$ cat src/inc/art_pkg.sv
// Purpose: constants for the auto-reload timer with split mode
// Assumes: 8-bit special function register port, single clock
// Notes: offsets of registers without a printed address are local picks
package art_pkg;
    localparam logic [7:0] ART_CTRL_ADDR = 8'h91;
    localparam logic [7:0] ART_RLD_LO_ADDR = 8'h92;
    localparam logic [7:0] ART_RLD_HI_ADDR = 8'h93;
    localparam logic [7:0] ART_CNT_LO_ADDR = 8'h94;
    localparam logic [7:0] ART_CNT_HI_ADDR = 8'h95;
    localparam logic [7:0] ART_CLKCTL_ADDR = 8'h96;
    localparam logic [7:0] ART_IRQ_STAT_ADDR = 8'h97;
    localparam logic [7:0] ART_IRQ_MASK_ADDR = 8'h98;
    localparam logic [7:0] ART_CTRL_RST = 8'h00;
    localparam logic [7:0] ART_BYTE_RST = 8'h00;
    localparam logic [7:0] ART_CTRL_WMASK = 8'hed;
    localparam int ART_HOF_BIT = 7;
    localparam int ART_LOF_BIT = 6;
    localparam int ART_LIE_BIT = 5;
    localparam int ART_SPLIT_BIT = 3;
    localparam int ART_RUN_BIT = 2;
    localparam int ART_XSEL_BIT = 0;
    localparam int ART_HFAST_BIT = 1;
    localparam int ART_LFAST_BIT = 0;
    localparam int ART_SYS_DIV = 12;
    localparam int ART_EXT_DIV = 8;
    localparam logic [3:0] ART_SYS_DIV_LAST = 4'hb;
    localparam logic [2:0] ART_EXT_DIV_LAST = 3'h7;
endpackage : art_pkg

$ cat src/core/art_clk_sel.sv
// Purpose: count enable for one timer byte from a three-way source choice
// Assumes: ticks are one-cycle pulses on the system clock
// Notes: pure selection, no state
`timescale 1ns/1ns
module art_clk_sel
    import art_pkg::*;
(
    input wire logic fast_sel_in,
    input wire logic ext_sel_in,
    input wire logic div12_tick_in,
    input wire logic ext8_tick_in,
    output logic tick_out
);
    assign tick_out = fast_sel_in ? 1'b1 : (ext_sel_in ? ext8_tick_in : div12_tick_in);
endmodule : art_clk_sel

$ cat src/core/art_timer.sv
// Purpose: auto-reload timer, one 16-bit counter or two 8-bit counters
// Assumes: external oscillator no faster than half of mclk_in, raw on ext_osc_in
// Notes: registers on an 8-bit strobe port, read data one cycle later
//
// The address-and-strobe port was decided locally.
`timescale 1ns/1ns
// Summary of operation
// - split select zero gives one 16-bit counter, one gives two 8-bit ones
// - 16-bit rollover from ffff loads both reload bytes, sets high flag
// - 16-bit mode requests interrupt on every full overflow when enabled
// - 16-bit mode with low enable also requests on low byte rollover
// - split mode reloads each byte from its own reload register
// - run bit gates whole counter, or only high byte in split mode
// - high byte counts on system clock, clock over 12, or external over 8
// - low byte uses the same choice with its own fast select bit
// - external clock over 8 is synchronised before use as count enable
// - split mode sets high or low flag when that byte rolls over
// - split mode requests on high overflow, either with low enable
// - overflow flags stay set until software writes them zero
module art_timer
    import art_pkg::*;
(
    input wire logic mclk_in,
    input wire logic sys_rst_in,
    input wire logic [7:0] addr_in,
    input wire logic [7:0] wdata_in,
    input wire logic wr_in,
    input wire logic rd_in,
    input wire logic ext_osc_in,
    input wire logic global_irq_en_in,
    output logic [7:0] rdata_out,
    output logic timer_irq_out,
    output logic event_irq_out
);
    logic [7:0] ctrl_r;
    logic [7:0] ctrl_nxt;
    logic [7:0] rld_lo_r;
    logic [7:0] rld_hi_r;
    logic [7:0] cnt_lo_r;
    logic [7:0] cnt_lo_nxt;
    logic [7:0] cnt_hi_r;
    logic [7:0] cnt_hi_nxt;
    logic [1:0] clkctl_r;
    logic [1:0] stat_r;
    logic [1:0] stat_nxt;
    logic [1:0] mask_r;
    logic [7:0] rdata_r;
    logic [7:0] rdata_nxt;
    logic [3:0] div12_r;
    logic [2:0] ext_div_r;
    logic ext_div_msb_d_r;
    logic osc_meta_r;
    logic osc_sync_r;
    logic osc_prev_r;

    function automatic logic hit(input logic [7:0] a, input logic [7:0] ref_a);
        hit = (a == ref_a);
    endfunction : hit

    function automatic logic is_top(input logic [7:0] v);
        is_top = (v == 8'hff);
    endfunction : is_top

    wire wr_ctrl = wr_in && hit(addr_in, ART_CTRL_ADDR);
    wire wr_rlo = wr_in && hit(addr_in, ART_RLD_LO_ADDR);
    wire wr_rhi = wr_in && hit(addr_in, ART_RLD_HI_ADDR);
    wire wr_clo = wr_in && hit(addr_in, ART_CNT_LO_ADDR);
    wire wr_chi = wr_in && hit(addr_in, ART_CNT_HI_ADDR);
    wire wr_cck = wr_in && hit(addr_in, ART_CLKCTL_ADDR);
    wire wr_msk = wr_in && hit(addr_in, ART_IRQ_MASK_ADDR);
    wire rd_stat = rd_in && hit(addr_in, ART_IRQ_STAT_ADDR);

    wire split = ctrl_r[ART_SPLIT_BIT];
    wire run = ctrl_r[ART_RUN_BIT];
    wire xsel = ctrl_r[ART_XSEL_BIT];
    wire low_ie = ctrl_r[ART_LIE_BIT];

    // prescalers run free so a source switch never restarts a partial count
    wire div12_tick = (div12_r == ART_SYS_DIV_LAST);
    // oscillator edges sampled only after two flops; limit: osc <= half the system clock
    wire osc_rise = osc_sync_r && !osc_prev_r;
    wire ext8_tick = ext_div_r[2] && !ext_div_msb_d_r;
    logic tick_hi;
    logic tick_lo;

    art_clk_sel u_sel_hi (
        .fast_sel_in(clkctl_r[ART_HFAST_BIT]),
        .ext_sel_in(xsel),
        .div12_tick_in(div12_tick),
        .ext8_tick_in(ext8_tick),
        .tick_out(tick_hi)
    );

    art_clk_sel u_sel_lo (
        .fast_sel_in(clkctl_r[ART_LFAST_BIT]),
        .ext_sel_in(xsel),
        .div12_tick_in(div12_tick),
        .ext8_tick_in(ext8_tick),
        .tick_out(tick_lo)
    );

    // 16-bit mode counts on the low byte source
    wire en16 = !split && run && tick_lo;
    wire en_lo = split ? tick_lo : en16;
    wire en_hi = split ? (run && tick_hi) : en16;
    wire lo_top = is_top(cnt_lo_r);
    wire hi_top = is_top(cnt_hi_r);
    wire lo_ovf = en_lo && lo_top;
    wire full16 = en16 && lo_top && hi_top;
    wire hi_ovf = split ? (en_hi && hi_top) : full16;

    always_comb
    begin
        cnt_lo_nxt = cnt_lo_r;
        cnt_hi_nxt = cnt_hi_r;
        if (split)
        begin
            if (en_lo)
                cnt_lo_nxt = lo_top ? rld_lo_r : cnt_lo_r + 8'h01;
            if (en_hi)
                cnt_hi_nxt = hi_top ? rld_hi_r : cnt_hi_r + 8'h01;
        end
        else if (en16)
        begin
            if (full16)
            begin
                cnt_lo_nxt = rld_lo_r;
                cnt_hi_nxt = rld_hi_r;
            end
            else
            begin
                cnt_lo_nxt = cnt_lo_r + 8'h01;
                if (lo_top)
                    cnt_hi_nxt = cnt_hi_r + 8'h01;
            end
        end
        // software write to a count byte takes priority over counting
        if (wr_clo)
            cnt_lo_nxt = wdata_in;
        if (wr_chi)
            cnt_hi_nxt = wdata_in;
    end

    always_comb
    begin
        ctrl_nxt = ctrl_r;
        if (wr_ctrl)
            ctrl_nxt = wdata_in & ART_CTRL_WMASK;
        // hardware set wins over a software clear in the same cycle
        if (hi_ovf)
            ctrl_nxt[ART_HOF_BIT] = 1'b1;
        if (lo_ovf)
            ctrl_nxt[ART_LOF_BIT] = 1'b1;
    end

    // sticky event status, cleared by reading it; set wins over the read
    always_comb
    begin
        stat_nxt = rd_stat ? 2'b00 : stat_r;
        if (hi_ovf)
            stat_nxt[1] = 1'b1;
        if (lo_ovf)
            stat_nxt[0] = 1'b1;
    end

    wire [7:0] unmapped = 8'h00;
    always_comb
    begin
        rdata_nxt = unmapped;
        case (addr_in)
            ART_CTRL_ADDR: rdata_nxt = ctrl_r;
            ART_RLD_LO_ADDR: rdata_nxt = rld_lo_r;
            ART_RLD_HI_ADDR: rdata_nxt = rld_hi_r;
            ART_CNT_LO_ADDR: rdata_nxt = cnt_lo_r;
            ART_CNT_HI_ADDR: rdata_nxt = cnt_hi_r;
            ART_CLKCTL_ADDR: rdata_nxt = {6'h00, clkctl_r};
            ART_IRQ_STAT_ADDR: rdata_nxt = {6'h00, stat_r};
            ART_IRQ_MASK_ADDR: rdata_nxt = {6'h00, mask_r};
            default: rdata_nxt = unmapped;
        endcase
    end

    // low flag raises a request only with low enable, in either mode
    wire flag_sel = ctrl_r[ART_HOF_BIT] || (low_ie && ctrl_r[ART_LOF_BIT]);
    assign timer_irq_out = global_irq_en_in && flag_sel;
    assign event_irq_out = |(stat_r & mask_r);
    assign rdata_out = rdata_r;

    // plain load and count registers, one short process each
    wire [7:0] rld_lo_nxt = wr_rlo ? wdata_in : rld_lo_r;
    wire [7:0] rld_hi_nxt = wr_rhi ? wdata_in : rld_hi_r;
    wire [1:0] clkctl_nxt = wr_cck ? wdata_in[1:0] : clkctl_r;
    wire [1:0] mask_nxt = wr_msk ? wdata_in[1:0] : mask_r;
    wire [3:0] div12_nxt = div12_tick ? 4'h0 : div12_r + 4'h1;
    wire [2:0] ext_div_nxt = osc_rise ? ext_div_r + 3'h1 : ext_div_r;

    always_ff @(posedge mclk_in)
    begin
        if (sys_rst_in)
        begin
            ctrl_r <= ART_CTRL_RST;
        end
        else
        begin
            ctrl_r <= ctrl_nxt;
        end
    end

    always_ff @(posedge mclk_in)
    begin
        if (sys_rst_in)
        begin
            rld_lo_r <= ART_BYTE_RST;
        end
        else
        begin
            rld_lo_r <= rld_lo_nxt;
        end
    end

    always_ff @(posedge mclk_in)
    begin
        if (sys_rst_in)
        begin
            rld_hi_r <= ART_BYTE_RST;
        end
        else
        begin
            rld_hi_r <= rld_hi_nxt;
        end
    end

    always_ff @(posedge mclk_in)
    begin
        if (sys_rst_in)
        begin
            cnt_lo_r <= ART_BYTE_RST;
        end
        else
        begin
            cnt_lo_r <= cnt_lo_nxt;
        end
    end

    always_ff @(posedge mclk_in)
    begin
        if (sys_rst_in)
        begin
            cnt_hi_r <= ART_BYTE_RST;
        end
        else
        begin
            cnt_hi_r <= cnt_hi_nxt;
        end
    end

    always_ff @(posedge mclk_in)
    begin
        if (sys_rst_in)
        begin
            clkctl_r <= 2'b00;
        end
        else
        begin
            clkctl_r <= clkctl_nxt;
        end
    end

    always_ff @(posedge mclk_in)
    begin
        if (sys_rst_in)
        begin
            stat_r <= 2'b00;
        end
        else
        begin
            stat_r <= stat_nxt;
        end
    end

    always_ff @(posedge mclk_in)
    begin
        if (sys_rst_in)
        begin
            mask_r <= 2'b00;
        end
        else
        begin
            mask_r <= mask_nxt;
        end
    end

    // read data stands for one cycle only, zero otherwise
    always_ff @(posedge mclk_in)
    begin
        if (sys_rst_in)
        begin
            rdata_r <= ART_BYTE_RST;
        end
        else
        begin
            rdata_r <= rd_in ? rdata_nxt : 8'h00;
        end
    end

    always_ff @(posedge mclk_in)
    begin
        if (sys_rst_in)
        begin
            div12_r <= 4'h0;
        end
        else
        begin
            div12_r <= div12_nxt;
        end
    end

    // only the second flop reads the first, so a metastable level never fans out
    always_ff @(posedge mclk_in)
    begin
        if (sys_rst_in)
        begin
            osc_meta_r <= 1'b0;
            osc_sync_r <= 1'b0;
            osc_prev_r <= 1'b0;
        end
        else
        begin
            osc_meta_r <= ext_osc_in;
            osc_sync_r <= osc_meta_r;
            osc_prev_r <= osc_sync_r;
        end
    end

    always_ff @(posedge mclk_in)
    begin
        if (sys_rst_in)
        begin
            ext_div_r <= 3'h0;
        end
        else
        begin
            ext_div_r <= ext_div_nxt;
        end
    end

    always_ff @(posedge mclk_in)
    begin
        if (sys_rst_in)
        begin
            ext_div_msb_d_r <= 1'b0;
        end
        else
        begin
            ext_div_msb_d_r <= ext_div_r[2];
        end
    end
endmodule : art_timer

$ cat config.mk
export PLATFORM = sky130hd
export DESIGN_NAME = art_timer
export DESIGN_NICKNAME = d
export VERILOG_FILES = /design/src/inc/art_pkg.sv /design/src/core/art_clk_sel.sv /design/src/core/art_timer.sv
export SDC_FILE = /design/constraint.sdc
export NUM_CORES = 1
export LEC_CHECK = 0
export ABC_AREA = 1
export CELL_PAD_IN_SITES_DETAIL_PLACEMENT = 0
export CELL_PAD_IN_SITES_GLOBAL_PLACEMENT = 2
export CORE_MARGIN = 5
export CORE_UTILIZATION = 28
export DETAILED_ROUTE_END_ITERATION = 7
export DONT_BUFFER_PORTS = 1
export PLACE_DENSITY_LB_ADDON = 0.1
export RECOVER_POWER = 25
export REMOVE_ABC_BUFFERS = 1
export SLEW_MARGIN = 20
export SYNTH_ARGS = -nofsm -noshare
export SYNTH_HDL_FRONTEND = slang
export SYNTH_SLANG_ARGS = --single-unit
$ cat constraint.sdc
create_clock -name mclk_in -period 2.4 [get_ports mclk_in]
set_clock_uncertainty 0.1 [all_clocks]
set_input_delay 0.36 -clock mclk_in [delete_from_list [all_inputs] [get_ports mclk_in]]
set_output_delay 0.36 -clock mclk_in [all_outputs]
set_load 0.03 [all_outputs]
---- Word level (Yosys, flattened, before mapping) ----
Cells that the tools add are included.
operators by class
  add/sub/neg operators ................... 4
  equal/unequal tests ..................... 13
  muxes and demuxes ....................... 26
  bitwise operators ....................... 2
  reduce and logical (&&, ||, !) cells .... 35
operators with widths
  operator             count
  $mux 8               14
  $eq 8x8->1 const B   10
  $pmux 8 s8           1
  $logic_and 1x1->1    19
  $add 8x1->8 const B  2
  $mux 1               10
  $reduce_bool 2->1    4
  $ne 3x1->1 const B   2
  $reduce_bool 3->1    2
  $reduce_or 2->1      3
  $add 4x1->4 const B  1
  $eq 4x4->1 const B   1
  $reduce_bool 4->1    1
  $add 3x1->3 const B  1
  $logic_not 1->1      3
  $reduce_and 3->1     1
  $and 2x2->2          1
  $mux 2               1
  $reduce_and 2->1     1
  $logic_or 1x1->1     1
  $not 1->1            1
word-level totals
  register bits after elaboration ......... 63
  input bits .............................. 22
  output and inout port bits .............. 10
  logic and storage cells ................. 98

---- Logic depth before layout (Yosys ltp) ----
Gate-level depths: netlist of run 1.
  depth after elaboration ................. 11
  mapped depth ............................ 13
  gate-level depth less buffers ........... 12

---- By module ----
Synthesis of run 1 repeated with hierarchy kept, for this count alone.
unflattened totals
  cells, all modules ...................... 551
  area, all modules ....................... 3,590.9 µm²
by module, submodules not included
  module       times used  cells each  area each (µm²)  seq. area each (µm²)
  art_timer    1           541         3,535.9          1,261.2
  art_clk_sel  2           5           27.5             0.0

---- Worst setup path before layout of run 1 ----
No wires, ideal clock.
  path kind ............................... reg2reg
  start point ............................. register cnt_lo_r[0]
  end point ............................... register cnt_hi_r[1]
  setup time .............................. 117 ps
  arrival time ............................ 1,554 ps
  required time ........................... 2,183 ps
  slack ................................... 629 ps
  stages on the path, launching flop included .. 14
  path buffers ............................ 1
  clock period less this slack ............ 1,771 ps
  cells stage by stage .................... dfxtp_1 -> ha_1 -> nand3_1 -> inv_1 -> nand2_1 -> nor2_4 -> nand2_1 -> nand2_1 -> nand2_1 -> nand2_1 -> buf_4 -> nand3_1 -> nor2_1 -> nor2_1
between the ends
  cells in the longest elaborated chain, start to end .. 7
  elaborated cells between the ends (all ways) .. 9
  classes of those cells .................. eq/ne: 1; mux: 4; reduce/logical: 4
ends and longest elaborated chain
  element                          RTL line          text
  from (decl)                      art_timer.sv:39   logic [7:0] cnt_lo_r;
  from (signal assigned)           art_timer.sv:241  cnt_lo_r <= cnt_lo_nxt;
  $eq 8x8->1 *                     art_timer.sv:61   is_top = (v == 8'hff);
  $logic_and 1x1->1 (2 in series)  art_timer.sv:109  wire full16 = en16 && lo_top && hi_top;
  $mux 8                           art_timer.sv:125  if (full16)
  $mux 8                           art_timer.sv:123  else if (en16)
  $mux 8                           art_timer.sv:116  if (split)
  $mux 8                           art_timer.sv:140  if (wr_chi)
  to (signal assigned)             art_timer.sv:253  cnt_hi_r <= cnt_hi_nxt;
  to (decl)                        art_timer.sv:41   logic [7:0] cnt_hi_r;
Every way passes the cells marked *; elsewhere a longest branch is shown, timed or not. The select of a mux whose other input is x is not followed.
A chain may end at the register's enable or synchronous reset.

---- Final worst setup path of run 1 ----
  start point ............................. register cnt_hi_r[0]
  end point ............................... register cnt_lo_r[1]
between the ends
  cells in the longest elaborated chain, start to end .. 6
ends and longest elaborated chain
  element            RTL line          text
  $eq 8x8->1         art_timer.sv:61
  $logic_and 1x1->1  art_timer.sv:109
  $mux 8             art_timer.sv:125
  $mux 8             art_timer.sv:123
  $mux 8             art_timer.sv:116
  $mux 8             art_timer.sv:138  if (wr_clo)
Every way passes these cells. The select of a mux whose other input is x is not followed.

==> impl_metrics.ini, run 1 <==
[power_and_ir_drop]
p_sw_uw = 569
p_sw_frac = 0.229
powerDensity_nw_per_um2 = 642
p_leak_nw = 1.52
pwr-share-comb = 0.029
clkPwrFrac = 0.543
p_int_mw = 1.91
irDropWorstVdd_v = 0.000231
power_frac_seq = 0.428

[yosys]
ys_types = 32
ys_ff_latch = 63
synth_area_um2 = 3360
yosys_warnings = 0
synth.area.top_cells = dfxtp_1 (38%), nand2_1 (12%), inv_1 (8.0%)
syn_area_per_cell_um2 = 6.58
synth_ff_type = dfxtp_1
yosysTopAreaCellShare = 0.375
synth_top_area_cell = dfxtp_1
synthCells = 511
synthArstFlopShare = 0
synth_edf_count = 0
ys_seq_area_frac = 0.375

[layout]
final_util = 0.324
drive_gt1_frac = 0.0744
final_common_cell = nand2_1
diodes = 0
syn_to_final_growth_pct = 14.9
instances_no_fill = 671
nets = 545
final_cell_mix = nand2_1 (103), inv_1 (72), nor2_1 (68)

[placement]
dp_slack_ns = 0.109
dp.cells = 654
gp_congestion = 0.800
dp_hpwl_um = 8490
port-buffer-count = 0

[setup_path]
crit_path_max_incr_delay_ns = 0.45
criticalPathCategory = flop to flop
worstPathCellList = ha_1 -> nand2_1 -> nor2_1 -> nand2_2 -> inv_4 -> nand3_4 -> nand2_4 -> inv_1 -> nand2_1 -> nand3_1 -> nand3_1 -> inv_1
timing.rr.start = cnt_hi_r[0]
cp.arrival_ns = 2.33
worst-path-buf-inv = 3
rr_worst_depth = 12
crit_path_top_delay_cell = dfxtp_1
end_kind = flop
rrSetupSlack_ns = 0.21
cp.required_ns = 2.54
path_max_fanout = 10
start_kind = flop
reg2reg_to = cnt_lo_r[1]
critPathTopFamily = simple AND/OR/NAND/NOR gates

[worst_hold_path]
min_to = osc_meta_r
worstHoldStart = ext_osc_in
hold_class = primary input to flop
hold_depth = 2

[timing]
slew_violations = 0
hold_viol_final = 0
clock.fmax_ghz = 0.456
fin_tns_setup_ns = 0
setup_violations = 0
min_period_ns = 2.19
fin_ws_ns = 0.209
rsz0062_at_grt = no
tightest_slew_ns = 0.733
relSlewSlack = 0.510
period_share = 0.913

[floorplanning]
chipHeight_um = 120
die_x_um = 120
initial_utilization = 0.282
placementRows = 40
core_area_um2 = 11900
ios = 32
dieArea_um2 = 14300

[route]
wl_per_cell_um = 17.0
wl_um = 11400
initialDrtViolationCount = 176
dr_wl_met2_um = 5000
met3_length_um = 389
drt-met1-wl_um = 5790
maxUsedRoutingLayer = met4
ant_nets = 0
via_per_inst = 4.84
route.detailed.drc = 0
vias = 3247
dr.pass1.iters = 4

[clock_tree]
htree_num_levels = 3
cts_buffers = 9
cts.sink_count = 63
cts_tree = done
clk_latency_ns = 0.34
clockBufferDepth = 2
post_cts_buffers = 0
cts-root-buf = clkbuf_16
clk_pin_slew_worst_paths_ns = 0.06

[run_status]
status = finished, final reports clean

[global_routing]
grt_overflow_total = 0
grt_pass1_vias = 2940
antenna_found_initial = 0
grt_max_degree = 33
grt_pass1_wl_um = 17400
gr-usage-all-layers = 0.162

[job]
maxCapViolCount = 0
[Yosys cell counts (4+ instances only)]
master and number:
a21oi_1 42, clkbuf_1 6, dfxtp_1 63, ha_1 4, inv_1 72, inv_2 4, nand2_1 104, nand3_1 34
nand4_1 10, nor2_1 68, nor3_1 7, o21ai_0 53, o22ai_1 10, xor2_1 7
[final cells by class]
cell class / count / area (um2)
Multi-Input combinational cell: 361 / 1760
Fill cell: 1321 / 8050
Clock inverter: 6 / 70.1
Tap cell: 147 / 184
Clock buffer: 10 / 239
Timing Repair Buffer: 8 / 58.8
Inverter: 76 / 288
Sequential cell: 63 / 1260
[how the worst max path moves through the flow]
| stage | slack [ns] | depth (start not counted) | start | to |
|---|---|---|---|---|
| 2_1_floorplan | 0.55 | 7 | addr_in[7] | cnt_hi_r[0] |
| 3_3_place_gp | 0.07 | 12 | cnt_hi_r[0] | cnt_lo_r[1] |
| 3_5_place_dp | 0.11 | 12 | cnt_hi_r[0] | cnt_lo_r[1] |
| 4_1_cts | 0.09 | 12 | cnt_hi_r[0] | cnt_lo_r[1] |
| 5_1_grt | 0.001 | 12 | cnt_lo_r[0] | cnt_hi_r[0] |
| 6_report | 0.21 | 12 | cnt_hi_r[0] | cnt_lo_r[1] |
[layer usage]
| layer | vias up | global-route usage |
|---|---|---|
| li1 | 1674 | - |
| met3 | 15 | 0.0391 |
| met4 | 0 | 0.0608 |
| met2 | 55 | 0.239 |
| met1 | 1503 | 0.228 |
| met5 | - | 0 |
[power groups by stage]
stage          clock (mW)  sequential (mW)  combinational [mW]
3_5_place_dp            0             1.08              0.0660
3_3_place_gp            0             1.08              0.0653
2_1_floorplan           0             1.08              0.0490
5_1_grt              1.43             1.06              0.0823
4_1_cts              1.39             1.06              0.0722
6_report             1.35             1.06              0.0719
[registers in the layout, indices dropped and copies added, names as in the netlist]
signal	count
ext_div_r	3
stat_r	2
cnt_lo_r	8
clkctl_r	2
div12_r	4
cnt_hi_r	8
osc_sync_r	1
rld_lo_r	8
ctrl_r	6
rdata_out	8
ext_div_msb_d_r	1
rld_hi_r	8
osc_prev_r	1
mask_r	2
osc_meta_r	1
[per-stage QoR]
stage	power (mW)	area, um2	hold WS (ns)
2_1_floorplan	1.13	3310	0.288
6_report	2.48	3860	0.0229
3_5_place_dp	1.15	3540	0.301
3_3_place_gp	1.15	3540	0.294
4_1_cts	2.53	3860	0.00665
5_1_grt	2.58	3860	0.0538
[cells by family (layout without fill, tap and decap cells)]
kind of cell | after synthesis | after routing | synth area share
AO/OA/AOI/OAI | 112 | 112 | 0.174
XOR/XNOR | 10 | 10 | 0.0260
adder cells (fa/ha/maj) | 4 | 4 | 0.0149
buffers and inverters | 87 | 100 | 0.101
flip-flops | 63 | 63 | 0.375
AND/OR/NAND/NOR | 235 | 235 | 0.309
[repair_timing]
item,4_1_cts,5_1_grt
endpoints found under the setup margin,0,7
gates resized for setup,0,2
endpoints found under the hold margin,14,0
hold buffers,1,0
Power figures use the tool's default switching activity.
==> run 2: changes to the inputs <==
CTS_BUF_LIST = sky130_fd_sc_hd__clkbuf_16   (was default)
==> run 2 against run 1 <==
  * Sequential share of layout area up 0.085 points
  * Hold slack better by 0.00088 ns
  * Critical endpoint unchanged
  * Via count up 0.28%
  * Clock power about the same
  * Clock-buffer cell count down 1
  * Maximum frequency down 0.30%
==> impl_metrics.ini, run 2 (synthesis results as in run 1) <==
[placement]
dp.cells = 654
dp_hpwl_um = 8490
port-buffer-count = 0
gp_congestion = 0.800

[route]
initialDrtViolationCount = 175
wl_um = 11400
wl_per_cell_um = 16.9
vias = 3256
route.detailed.drc = 0
via_per_inst = 4.85
ant_nets = 0
dr.pass1.iters = 4

[setup_path]
cp.arrival_ns = 2.34
worstPathCellList = ha_1 -> nand2_1 -> nor2_1 -> nand2_2 -> inv_4 -> nand3_4 -> nand2_4 -> inv_1 -> nand2_1 -> nand3_1 -> nand3_1 -> inv_1
path_max_fanout = 10
start_kind = flop
critPathTopFamily = simple AND/OR/NAND/NOR gates
end_kind = flop
rrSetupSlack_ns = 0.20
crit_path_top_delay_cell = dfxtp_1
worstSetupPathDepth = 12
criticalPathCategory = flop to flop
rr_worst_depth = 12
cp.required_ns = 2.54
worst-path-buf-inv = 3
crit_path_max_incr_delay_ns = 0.45

[layout]
seqCellArea_um2 = 1260
multi_input_area_um2 = 1760
syn_to_final_growth_pct = 14.6
fillCellCount = 1322
diodes = 0
final_util = 0.324
final_common_cell = nand2_1
final_cell_mix = nand2_1 (103), inv_1 (72), nor2_1 (68)
drive_gt1_frac = 0.0725
instances_no_fill = 671
nets = 545

[timing]
clock.fmax_ghz = 0.455
min_period_ns = 2.20
rsz0062_at_grt = no
hold_viol_final = 0
slew_violations = 0
tightest_slew_ns = 0.731
relSlewSlack = 0.511
period_share = 0.916
fin_tns_setup_ns = 0
setup_violations = 0

[clock_tree]
clockBufferDepth = 2
cts_tree = done
clk_pin_slew_worst_paths_ns = 0.06
htree_num_levels = 3
clk_latency_ns = 0.34
cts_buffers = 9
cts-root-buf = clkbuf_16
post_cts_buffers = 0
cts.sink_count = 63

[global_routing]
grt_pass1_vias = 2940
grt_max_degree = 33
antenna_found_initial = 0
grt_overflow_total = 0
grt_pass1_wl_um = 17400
gr-usage-all-layers = 0.162

[worst_hold_path]
hold_depth = 2
hold_class = primary input to flop

[power_and_ir_drop]
irDropWorstVdd_v = 0.000235
clkPwrFrac = 0.537
pwr-share-comb = 0.029
p_sw_uw = 567
p_int_mw = 1.88
power_frac_seq = 0.433
p_leak_nw = 1.51
p_sw_frac = 0.232
powerDensity_nw_per_um2 = 635

[floorplanning]
ios = 32
core_area_um2 = 11900
dieArea_um2 = 14300
initial_utilization = 0.282
die_x_um = 120
chipHeight_um = 120
placementRows = 40

[job]
maxCapViolCount = 0

[run_status]
status = finished, final reports clean
## run 2: worst reg2reg max path: stages (launching register included)
cell and delay (ns):
dfxtp_1 0.45, ha_1 0.25, nand2_1 0.10, nor2_1 0.22, nand2_2 0.15, inv_4 0.16, nand3_4 0.16, nand2_4 0.17
inv_1 0.10, nand2_1 0.08, nand3_1 0.06, nand3_1 0.07, inv_1 0.04
## run 2: final timing paths
| path | start | endpoint |
|---|---|---|
| setup / recovery | cnt_hi_r[0] | cnt_lo_r[1] |
| hold / removal | ext_osc_in | osc_meta_r |
| setup reg to reg | cnt_hi_r[0] | cnt_lo_r[1] |
| hold reg to reg | osc_meta_r | osc_sync_r |
## run 2: repair_timing
item | CTS | global route
endpoints found under the setup margin | 0 | 7
hold buffers | 1 | 0
resized for setup | 0 | 2
endpoints found under the hold margin | 14 | 0
## run 2: cell type report
type | instances | share of cell area
inverter | 76 | 0.0747
clock buffer | 9 | 0.0584
clock inverter | 7 | 0.0191
multi-input combinational | 361 | 0.458
timing repair buffer | 8 | 0.0153
tap | 147 | 0.0477
sequential | 63 | 0.327
## run 2: through the flow
step                      power (mW)  hold WS, ns  setup WS [ns]  area (um2)
after global placement          1.15        0.294         0.0663        3540
after floorplan                 1.13        0.288          0.546        3310
after CTS                       2.49      0.00752         0.0888        3850
after global routing            2.54       0.0547        0.00220        3850
final                           2.45       0.0238          0.202        3850
after detailed placement        1.15        0.301          0.109        3540
## run 2: power by group through the flow
| stage | clock (mW) | sequential, mW | combinational, mW |
|---|---|---|---|
| detailed placement | 0 | 1.08 | 0.0660 |
| floorplan | 0 | 1.08 | 0.0490 |
| global placement | 0 | 1.08 | 0.0653 |
| finish | 1.32 | 1.06 | 0.0720 |
| global route | 1.40 | 1.06 | 0.0823 |
| CTS | 1.36 | 1.06 | 0.0722 |
## run 2: per-layer routing
metal	vias to the layer above	GRT usage	share of wire	routed length (um)
met2	64	0.239	0.44	4990
met4	0	0.0608	0.017	198
li1	1673	-	-	-
met3	15	0.0391	0.037	419
met1	1504	0.228	0.51	5750
met5	-	0	0	0
==> run 3: changes to the inputs <==
ABC_AREA = default   (was 1)
==> run 3 against run 2 <==
  * Maximum frequency down 5.0%
  * Die area up 3.3%
  * Critical path depth down 6
  * Largest power group unchanged
  * Clock power down 4%
  * Cell count down 7.3%
  * Sequential power about the same
  * Combinational power up 2%
  * Core utilization up 2.8 points
  * Largest cell class unchanged
==> impl_metrics.ini, run 3 <==
[timing]
min_period_ns = 2.31
relSlewSlack = 0.606
slew_violations = 0
period_share = 0.964
setup_violations = 0
clock.fmax_ghz = 0.432
hold_viol_final = 0
rsz0062_at_grt = no
tightest_slew_ns = 0.589
fin_ws_ns = 0.0874

[yosys]
synthTopCellsByCount = dfxtp_1 (63), nand2_1 (55), a21oi_1 (34)
synthCells = 422
yosys_warnings = 0
ys_ff_latch = 63
ys_types = 62
ys_seq_area_frac = 0.362
synth_ff_type = dfxtp_1
synth_top_area_cell = dfxtp_1
synth_area_um2 = 3480
yosysTopAreaCellShare = 0.362
synth_edf_count = 0
yosysMostFrequentCell = dfxtp_1
syn_area_per_cell_um2 = 8.25
synthArstFlopShare = 0
synth.area.top_cells = dfxtp_1 (36%), mux2i_1 (6.3%), nand2_1 (5.9%)

[route]
route.detailed.drc = 0
wl_per_cell_um = 20.6
dr.pass1.iters = 4
via_per_inst = 5.34
wl_um = 12800
ant_nets = 0
initialDrtViolationCount = 181
vias = 3323

[floorplanning]
die_x_um = 122
dieArea_um2 = 14800
ios = 32
core_area_um2 = 12100
initial_utilization = 0.288
chipHeight_um = 122
placementRows = 40

[setup_path]
end_kind = flop
rrSetupSlack_ns = 0.09
path_max_fanout = 7
cp.required_ns = 2.54
start_kind = flop
cp.arrival_ns = 2.45
criticalPathCategory = flop to flop

[run_status]
status = finished, final reports clean

[global_routing]
gr-usage-all-layers = 0.178
grt_max_degree = 46
grt_pass1_vias = 3202
grt_overflow_total = 0
grt_pass1_wl_um = 19700
antenna_found_initial = 0

[power_and_ir_drop]
p_leak_nw = 1.49
powerDensity_nw_per_um2 = 564
irDropWorstVdd_v = 0.000349

[layout]
drive_gt1_frac = 0.154
final_common_cell = dfxtp_1
diodes = 0
final_cell_mix = dfxtp_1 (63), nand2_1 (55), buf_4 (37)
instances_no_fill = 622
fillCellCount = 1330
syn_to_final_growth_pct = 22.2
final_cell_area_um2 = 4260
nets = 475

[placement]
port-buffer-count = 0
gp_congestion = 0.793
dpl_cell_area_um2 = 3870
dp_hpwl_um = 9010
dp.cells = 596
dp_slack_ns = 0.0400

[clock_tree]
cts-root-buf = clkbuf_16
cts_tree = done
clockBufferDepth = 2
cts.sink_count = 63
htree_num_levels = 3
clk_latency_ns = 0.34
cts_buffers = 9
clk_pin_slew_worst_paths_ns = 0.05

[job]
maxCapViolCount = 0

[worst_hold_path]
hold_class = primary input to flop
-- run 3: cell types whose count changed in the layout (fill, tap and decap cells not counted), sizes merged, moves of 6 or more --
cell | before | now
o31ai | 0 | 6
nor3 | 8 | 17
a21oi | 42 | 34
o21ai | 55 | 13
nand3 | 35 | 26
inv | 76 | 8
nor4 | 0 | 6
mux2i | 0 | 22
nand2 | 109 | 55
nor2b | 0 | 8
buf | 6 | 40
nor2 | 70 | 30
-- run 3: final timing paths --
check | start | endpoint | depth (start not counted)
max | cnt_lo_r[0] | cnt_hi_r[7] | 6
min | sys_rst_in | cnt_lo_r[5] | 1
max reg2reg | cnt_lo_r[0] | cnt_hi_r[7] | 6
min reg2reg | osc_meta_r | osc_sync_r | 1
-- run 3: worst max-delay path, cell delays in order, from the launching register on --
cell      delay, ns
dfxtp_1        0.34
ha_2           0.21
and4_4         0.27
nand3_4        0.14
o31a_1         0.40
or4_1          0.49
a311oi_1       0.27
-- run 3: where the power goes --
part           leakage, nW  internal [mW]  total (mW)  switching (mW)
sequential           0.509           1.06        1.06         0.00597
combinational        0.845         0.0327      0.0734          0.0407
clock                0.141          0.785        1.27           0.481
total                 1.49           1.87        2.40           0.527
-- run 3: stage by stage --
step	util	TNS [ns]	total power [mW]	hold WS, ns
floorplan	-	-1.17	1.12	0.314
global placement	0.320	0	1.14	0.316
detailed placement	0.320	0	1.14	0.326
CTS	0.345	0	2.44	0.00291
global route	0.351	0	2.47	0.0166
finish	0.351	0	2.40	0.0145
-- run 3: metal layers --
metal	share of wire	GRT usage
met4	0.016	0.0504
met1	0.47	0.240
met5	0	0
met3	0.041	0.0432
met2	0.48	0.285
-- run 3: area by class of cell --
type | count | area [um2] | share of cell area
Clock buffer | 9 | 225 | 0.0529
Clock inverter | 7 | 56.3 | 0.0132
Inverter | 6 | 22.5 | 0.00529
Multi-Input combinational cell | 326 | 2120 | 0.499
Sequential cell | 63 | 1260 | 0.296
Tap cell | 168 | 210 | 0.0494
Timing Repair Buffer | 43 | 355 | 0.0835
-- run 3: cells by family after synthesis --
logic type / Yosys count / share of synthesized area
buffers and inverters: 33 / 0.0359
xor gates and xnor gates: 12 / 0.0302
adders and majority gates: 4 / 0.0144
muxes: 27 / 0.0826
and+or+nand+nor: 182 / 0.272
AOI/OAI and AO/OA: 101 / 0.203
DFF: 63 / 0.362
-- run 3: what timing repair did --
action / 4_1_cts / 5_1_grt
setup buffers: 0 / 8
hold endpoints to repair: 45 / 0
setup endpoints to repair: 0 / 4
hold buffers: 2 / 0
gates resized for setup: 0 / 3
